[config.mk]
export PLATFORM = sky130hd
export DESIGN_NAME = parallel_port_control_bits
export DESIGN_NICKNAME = d
export VERILOG_FILES = /design/src/ppc_pkg.sv /design/src/parallel_port_control_bits.sv
export VERILOG_INCLUDE_DIRS = /design/src
export SDC_FILE = /design/constraint.sdc
export NUM_CORES = 1
export LEC_CHECK = 0
export BUFFER_PORTS_ARGS = -buffer_cell sky130_fd_sc_hd__buf_4
export CORE_MARGIN = 4
export CORE_UTILIZATION = 55
export CTS_CLUSTER_SIZE = 14
export DETAILED_ROUTE_END_ITERATION = 6
export PLACE_DENSITY = 0.8
export SLEW_MARGIN = 20
export SYNTH_ARGS = -nofsm -noshare
export SYNTH_HDL_FRONTEND = slang
export SYNTH_SLANG_ARGS = --single-unit
[constraint.sdc]
create_clock -name clk -period 5.35 [get_ports clk]
set_clock_uncertainty 0.2 [all_clocks]
set_input_delay 0.2675 -clock clk [delete_from_list [all_inputs] [get_ports clk]]
set_output_delay 0.2675 -clock clk [all_outputs]
set_load 0.02 [all_outputs]
[src/ppc_regs.svh]
// Register select codes, control bit positions and reset values of the parallel port block
`ifndef PPC_REGS_SVH
`define PPC_REGS_SVH

// ----------------------------------------------------------------------
// Register select codes
// ----------------------------------------------------------------------
`define SEL_A_DATA      2'h0
`define SEL_A_CONTROL   2'h1
`define SEL_B_DATA      2'h2
`define SEL_B_CONTROL   2'h3

// ----------------------------------------------------------------------
// Control register field positions
// ----------------------------------------------------------------------
`define CTL_IRQ1_EN     0
`define CTL_IRQ1_EDGE   1
`define CTL_DATA_SEL    2
`define CTL_AUX_B3      3
`define CTL_AUX_B4      4
`define CTL_AUX_OUT     5
`define CTL_FLAG_AUX    6
`define CTL_FLAG_IRQ1   7

// ----------------------------------------------------------------------
// Reset values
// ----------------------------------------------------------------------
`define CTL_RESET       6'h00
`define BYTE_RESET      8'h00

`endif

[src/ppc_pkg.sv]
// Types shared by the parallel port control block
package ppc_pkg;
  // One byte of port or bus data
  typedef logic [7:0] byte_t;
  // Writable part of a control register
  typedef logic [5:0] ctl_t;
endpackage

[src/parallel_port_control_bits.sv]
// Dual 8-bit parallel port: data, direction and control registers with edge flags
`timescale 1ns/100ps
`include "ppc_regs.svh"

module parallel_port_control_bits (
  input  wire logic        clk,                       // System clock, 25 MHz
  input  wire logic        sys_rst,                   // Asynchronous reset, active high
  input  wire logic        chip_select,               // Access strobe for this block
  input  wire logic        read_not_write,            // 1 = read, 0 = write
  input  wire logic        register_select_low,       // Register select bit 0
  input  wire logic        register_select_high,      // Register select bit 1
  input  wire ppc_pkg::byte_t write_data,             // Host write data
  output ppc_pkg::byte_t   read_data,                 // Host read data, registered
  input  wire ppc_pkg::byte_t port_a_in,              // Port A pin levels
  output ppc_pkg::byte_t   port_a_out,                // Port A output register
  output ppc_pkg::byte_t   port_a_oe_n,               // Port A enable, low = drive
  input  wire ppc_pkg::byte_t port_b_in,              // Port B pin levels
  output ppc_pkg::byte_t   port_b_out,                // Port B output register
  output ppc_pkg::byte_t   port_b_oe_n,               // Port B enable, low = drive
  input  wire logic        side_a_irq_input,          // Side A interrupt input pin
  input  wire logic        side_b_irq_input,          // Side B interrupt input pin
  input  wire logic        side_a_aux_line_in,        // Side A aux line level
  output logic             side_a_aux_line_out,       // Side A aux line drive value
  output logic             side_a_aux_line_oe_n,      // Side A aux enable, low = drive
  input  wire logic        side_b_aux_line_in,        // Side B aux line level
  output logic             side_b_aux_line_out,       // Side B aux line drive value
  output logic             side_b_aux_line_oe_n,      // Side B aux enable, low = drive
  output logic             side_a_interrupt_request_n, // Side A request, open-drain level
  output logic             side_b_interrupt_request_n  // Side B request, open-drain level
);

  // ----------------------------------------------------------------------
  // Access decode
  // ----------------------------------------------------------------------

  // Register select bus, A/B side and data/control split
  logic [1:0] sel;
  assign sel = {register_select_high, register_select_low};

  // Per side: [0] = side A, [1] = side B
  ppc_pkg::ctl_t   ctl_q      [2];                    // Writable control bits 0..5
  logic            flag1_q    [2];                    // Flag from dedicated input
  logic            flag2_q    [2];                    // Flag from aux line
  ppc_pkg::byte_t  out_q      [2];                    // Output registers
  ppc_pkg::byte_t  dir_q      [2];                    // Direction registers, 1 = output
  ppc_pkg::byte_t  pin_in     [2];                    // Synchronised port pins
  logic            irq_pin    [2];                    // Synchronised dedicated inputs
  logic            aux_pin    [2];                    // Synchronised aux lines
  logic            data_rd    [2];                    // Peripheral data read strobe

  // True when a select code addresses a side's data/direction slot
  function automatic logic is_data_slot(input logic [1:0] s, input int side);
    is_data_slot = (s == (side == 0 ? `SEL_A_DATA : `SEL_B_DATA));
  endfunction

  // True when a select code addresses a side's control register
  function automatic logic is_ctl_slot(input logic [1:0] s, input int side);
    is_ctl_slot = (s == (side == 0 ? `SEL_A_CONTROL : `SEL_B_CONTROL));
  endfunction

  // ----------------------------------------------------------------------
  // Per-side logic
  // ----------------------------------------------------------------------
  genvar g;
  generate
    for (g = 0; g < 2; g++) begin : g_side
      ppc_pkg::byte_t pin_s1_q;                       // First stage, read only by second
      ppc_pkg::byte_t pin_s2_q;                       // Second stage
      logic [1:0]     irq_s_q;                        // Dedicated input synchroniser
      logic [1:0]     aux_s_q;                        // Aux line synchroniser
      logic           irq_prev_q;                     // Previous dedicated input level
      logic           aux_prev_q;                     // Previous aux line level
      logic           wr_data;                        // Write to data slot
      logic           wr_ctl;                         // Write to control slot
      logic           irq_edge;                       // Active edge on dedicated input
      logic           aux_edge;                       // Active edge on aux line

      // Pins come from outside the clock domain, two flops before use
      always_ff @(posedge clk or posedge sys_rst) begin
        if (sys_rst) begin
          pin_s1_q <= `BYTE_RESET;
          pin_s2_q <= `BYTE_RESET;
          irq_s_q  <= 2'h0;
          aux_s_q  <= 2'h0;
        end else begin
          pin_s1_q <= (g == 0) ? port_a_in : port_b_in;
          pin_s2_q <= pin_s1_q;
          irq_s_q  <= {irq_s_q[0], (g == 0) ? side_a_irq_input : side_b_irq_input};
          aux_s_q  <= {aux_s_q[0], (g == 0) ? side_a_aux_line_in : side_b_aux_line_in};
        end
      end
      assign pin_in[g]  = pin_s2_q;
      assign irq_pin[g] = irq_s_q[1];
      assign aux_pin[g] = aux_s_q[1];

      // Strobes for this side
      assign wr_data    = chip_select && !read_not_write && is_data_slot(sel, g);
      assign wr_ctl     = chip_select && !read_not_write && is_ctl_slot(sel, g);
      assign data_rd[g] = chip_select && read_not_write && is_data_slot(sel, g)
                          && ctl_q[g][`CTL_DATA_SEL];

      // Edge history; the previous level conditions the edge detector
      always_ff @(posedge clk or posedge sys_rst) begin
        if (sys_rst) begin
          irq_prev_q <= 1'b0;
          aux_prev_q <= 1'b0;
        end else begin
          irq_prev_q <= irq_pin[g];
          aux_prev_q <= aux_pin[g];
        end
      end

      // Edge select: bit 1 high = rising, low = falling
      assign irq_edge = ctl_q[g][`CTL_IRQ1_EDGE] ? (irq_pin[g] && !irq_prev_q)
                                                 : (!irq_pin[g] && irq_prev_q);
      // Aux line as input behaves like the dedicated input; bit 4 picks the edge
      assign aux_edge = !ctl_q[g][`CTL_AUX_OUT] &&
                        (ctl_q[g][`CTL_AUX_B4] ? (aux_pin[g] && !aux_prev_q)
                                               : (!aux_pin[g] && aux_prev_q));

      // Control bits 0..5, host writable; reset leaves everything input and disabled
      always_ff @(posedge clk or posedge sys_rst) begin
        if (sys_rst) begin
          ctl_q[g] <= `CTL_RESET;
        end else if (wr_ctl) begin
          ctl_q[g] <= write_data[5:0];                // Bits 6,7 of the write dropped
        end
      end

      // Flags: an edge in the clearing cycle wins so no event is lost
      always_ff @(posedge clk or posedge sys_rst) begin
        if (sys_rst) begin
          flag1_q[g] <= 1'b0;
          flag2_q[g] <= 1'b0;
        end else begin
          if (irq_edge) begin
            flag1_q[g] <= 1'b1;
          end else if (data_rd[g]) begin
            flag1_q[g] <= 1'b0;
          end
          if (aux_edge) begin
            flag2_q[g] <= 1'b1;                       // Only while aux is an input
          end else if (data_rd[g] || ctl_q[g][`CTL_AUX_OUT]) begin
            flag2_q[g] <= 1'b0;
          end
        end
      end

      // Output and direction registers, chosen by bit 2
      always_ff @(posedge clk or posedge sys_rst) begin
        if (sys_rst) begin
          out_q[g] <= `BYTE_RESET;
          dir_q[g] <= `BYTE_RESET;
        end else if (wr_data) begin
          if (ctl_q[g][`CTL_DATA_SEL]) begin
            out_q[g] <= write_data;
          end else begin
            dir_q[g] <= write_data;
          end
        end
      end
    end
  endgenerate

  // ----------------------------------------------------------------------
  // Host read path
  // ----------------------------------------------------------------------

  // Peripheral read: output bits show the latch, input bits show the pin
  function automatic ppc_pkg::byte_t periph_view(input int side);
    periph_view = (out_q[side] & dir_q[side]) | (pin_in[side] & ~dir_q[side]);
  endfunction

  // Read data is registered; it appears one clock after the strobe
  always_ff @(posedge clk or posedge sys_rst) begin
    if (sys_rst) begin
      read_data <= `BYTE_RESET;
    end else if (chip_select && read_not_write) begin
      case (sel)
        `SEL_A_DATA:    read_data <= ctl_q[0][`CTL_DATA_SEL] ? periph_view(0) : dir_q[0];
        `SEL_A_CONTROL: read_data <= {flag1_q[0], flag2_q[0], ctl_q[0]};
        `SEL_B_DATA:    read_data <= ctl_q[1][`CTL_DATA_SEL] ? periph_view(1) : dir_q[1];
        `SEL_B_CONTROL: read_data <= {flag1_q[1], flag2_q[1], ctl_q[1]};
        default:        read_data <= `BYTE_RESET;
      endcase
    end
  end

  // ----------------------------------------------------------------------
  // Pins and interrupt requests
  // ----------------------------------------------------------------------

  // Port drives follow the direction registers
  assign port_a_out  = out_q[0];
  assign port_b_out  = out_q[1];
  assign port_a_oe_n = ~dir_q[0];
  assign port_b_oe_n = ~dir_q[1];

  // Aux line in output mode drives the level held in bit 3; the handshake
  // strobe modes are not modelled and stay a provisional simplification
  assign side_a_aux_line_oe_n = ~ctl_q[0][`CTL_AUX_OUT];
  assign side_b_aux_line_oe_n = ~ctl_q[1][`CTL_AUX_OUT];
  assign side_a_aux_line_out  = ctl_q[0][`CTL_AUX_B3];
  assign side_b_aux_line_out  = ctl_q[1][`CTL_AUX_B3];

  // Requests low while an enabled flag stands; aux flag enabled by bit 3
  assign side_a_interrupt_request_n =
    !((flag1_q[0] && ctl_q[0][`CTL_IRQ1_EN]) ||
      (flag2_q[0] && ctl_q[0][`CTL_AUX_B3] && !ctl_q[0][`CTL_AUX_OUT]));
  assign side_b_interrupt_request_n =
    !((flag1_q[1] && ctl_q[1][`CTL_IRQ1_EN]) ||
      (flag2_q[1] && ctl_q[1][`CTL_AUX_B3] && !ctl_q[1][`CTL_AUX_OUT]));

endmodule

==> summary.md <==
| Metric | Value |
|---|---|
| Status | `completed` |
| Hold WC Path Type | `in2reg` |
| Synth cell types | `31` |
| Final Hold Viols | `0` |
| Worst hold stages | `2` |
| Initial Util | `0.575` |
| Min Tclk post-route | `2.28 ns` |
| Critical path depth | `3` |
| Core Area | `6870 sq um` |
| Fill cells | `451` |
| Ys flop type | `dfrtp_1` |
| Crit. End Element | `flop` |
| CTS max path bufs | `2` |
| Die Area | `8610 sq um` |
| Port buffer count | `79` |
| Via count of the first global-routing pass | `slightly below 3000` |
| Ant diodes | `0` |
| Leak Pwr | `2.36 nW` |
| Compound-gate portion of the synthesized area | `0.0725` |
| Final net count | `432` |
| Starting DRT DRC Count | `110` |
| # clock sinks | `100` |
| Peak supply drop | `0.275 mV` |
| Cell breakdown of the critical path | `nand3b_1, nor2_2, mux2_2` |
| Flop pwr share | `0.478` |
| Syn_nets | `323` |
| Critical path fanouts, max | `20` |
| Net switching power | `0.713 mW` |
| Fraction of layout cells with a size suffix above 1 | `0.392` |
| GRT Resource Usage Total | `0.222` |
| Via count | `approximately 2700` |
| Final setup violation count | `0` |
| WL/cell | `18.3 microns` |
| Root buffer cell | `clkbuf_8` |
| Max Freq | `438 MHz` |
| WP buf/inv | `0` |
| Most frequent cells in the layout | `100 x dfrtp_1, 80 x buf_4, 51 x mux2_2, 32 x a21oi_1, 28 x dlygate4sd3_1` |
| RSZ-0062 raised after global routing | `false` |
| Max Cap Violations | `0` |
| Max-slew headroom | `0.487` |
| Largest net degree at the start of global routing | `64` |
| Die X | `92.8 microns` |
| XOR/XNOR Fraction of Synth Area | `0` |
| Final Cycle Share | `0.426` |
| Synth top area share | `0.633` |
| WP data required | `~5.4 ns` |
| Post-Synthesis Cells | `289` |
| Synthesized cell area | `3950 sq um` |
| Pwr Density | `423 nW/um^2` |
| Synthesis-stage register bit count | `100` |
| Total Power | `2.16 mW` |
| Total wire length | `9160 microns` |
| Post-synthesis simple-gate area fraction | `0.114` |
| CP Launch Type | `flop` |
| FP Rows | `30` |
| Sequential share of the synthesized area | `0.633` |
| Depth of the worst register-to-register path | `3` |
| Yosys warnings | `0` |
| Postcts setup bufs | `0` |
| Router iterations before antenna repair | `4` |
| EDFF count, synth | `0` |
| Clk_lat worst skew | `0.37 ns` |
| Slew Viols, Final | `0` |
| I/O pins | `80` |
| Slowest stage delay, CP | `0.79 ns` |
| H-Tree Depth | `3` |
| CP Class | `reg2reg` |
| GRT Residual Overflow | `0` |
| Post-synth top area cell | `dfrtp_1` |
| CTS Buf Count | `9` |
| Cts repair resizes | `0` |
| Largest family of logic cells by synthesized area | `multiplexers` |
| DIE HEIGHT | `92.8 microns` |
| Synth Area in Adders | `0` |
| Cell family with the largest share of critical-path delay | `flip-flops` |
| Critical-path top delay cell | `dfrtp_1` |
| Final setup TNS | `0 ns` |
| Clock share of power | `0.231` |
| Residual DRC | `0` |
| Most common cell after layout, fill and taps aside | `dfrtp_1` |
| CTS tree | `built` |
| Via-to-Cell Ratio | `approximately 5.4` |
| Initial antenna violation count | `0` |
| GP Congestion | `0.855` |
| Worst EP arrival | `2.33 ns` |
| CTS clk-pin slew, worst paths | `0.10 ns` |
| Synthesized area per cell | `13.7 sq um` |
| DP Wirelength | `between 6000 and 7000 microns` |
| Logic pwr share | `0.291` |
| Internal power | `~1.4 mW` |
| Final ANT Viol Nets | `0` |
| Synth async-reset ratio | `1.00` |
| Main area contributors after synthesis | `dfrtp_1 63%, mux2_2 15%, a21oi_1 4.1%` |
| Area growth from synthesis to layout | `29.3%` |
| Post-synthesis mux area share | `0.148` |
| Slew @ Worst Pin | `0.770 ns` |
| Sw Ratio | `0.330` |
| First-pass GRT wire length | `14700 microns` |
| Hold Buf Count CTS | `28` |
cell families after synthesis:
group                  Yosys count
flip-flops                     100
AO/OA/AOI/OAI                   49
multiplexers                    52
AND/OR/NAND/NOR                 58
buffers and inverters           30
cell usage after synthesis (3+ instances only):
cell	number
nand2_1	7
or4_1	8
o211ai_1	9
inv_1	20
or4b_2	5
or4b_1	3
nand3b_1	3
and3b_1	16
dfrtp_1	100
buf_2	5
a21oi_1	32
nor2_1	5
mux2_2	51
final cells by class:
cell class	instances	area [sq um]	share of cell area
sequential	100	2500	0.490
multi-input combinational	159	1320	0.259
timing repair buffer	108	881	0.172
clock buffer	11	141	0.0277
tap	96	120	0.0235
inverter	20	77.6	0.0152
clock inverter	5	66.3	0.0130
power groups by stage:
| stage | logic, mW | clock network [mW] | registers (mW) |
|---|---|---|---|
| floorplan | 0.314 | 0 | 1.06 |
| global placement | 0.594 | 0 | 1.04 |
| detailed placement | 0.612 | 0 | 1.05 |
| CTS | 0.631 | 0.505 | 1.03 |
| global route | 0.676 | 0.530 | 1.05 |
| finish | 0.628 | 0.498 | 1.03 |
final timing paths:
| kind | from | endpoint | slack, ns |
|---|---|---|---|
| setup reg to reg | ctl_q[2]$_DFFE_PP0P_ | port_b_out[5]$_DFFE_PP0P_ | 3.07 |
| hold reg to reg | g_side[1].pin_s1_q[6]$_DFF_PP0_ | g_side[1].pin_s2_q[6]$_DFF_PP0_ | 0.15 |
| min in group asynchronous | sys_rst | g_side[0].pin_s1_q[1]$_DFF_PP0_ | 0.27 |
| setup / recovery | ctl_q[2]$_DFFE_PP0P_ | port_b_out[5]$_DFFE_PP0P_ | 3.07 |
| max in group asynchronous | sys_rst | dir_q[5]$_DFFE_PP0P_ | 3.54 |
| hold / removal | write_data[4] | port_b_out[4]$_DFFE_PP0P_ | 0.007 |
metal layers:
layer  routed length (microns)  track usage
met1                      3900        0.288
met2                      4580        0.375
met3                       540       0.0504
met4                       139       0.0635
met5                         0            0
per-stage QoR:
stage | std cells | instance area [sq um] | hold slack [ns] | setup WS (ns) | utilization
after CTS | 499 | 5110 | 0.00309 | 3.08 | 0.744
after floorplan | 289 | 3950 | 0.0989 | 2.26 | -
after global routing | 499 | 5110 | 0.00662 | 3.03 | 0.744
after detailed placement | 455 | 4620 | 0.124 | 3.11 | 0.673
after global placement | 455 | 4620 | 0.117 | 3.11 | 0.673
final | 499 | 5110 | 0.00676 | 3.07 | 0.744
state kept, by name, summed over array words and instances, names as in the netlist, 4 cells and up:
name,cells
read_data,8
dir_q,16
port_a_out,8
g_side.pin_s1_q,16
ctl_q,10
g_side.irq_s_q,4
port_b_out,8
g_side.pin_s2_q,16
g_side.aux_s_q,4
worst register-to-register path: cells and delay by family, from the launching register on:
family	cells	cell delay, ns
AND/OR/NAND/NOR	2	0.77
multiplexers	1	0.41
flip-flops	1	0.79
No activity file was read; power rests on OpenSTA's default activity.
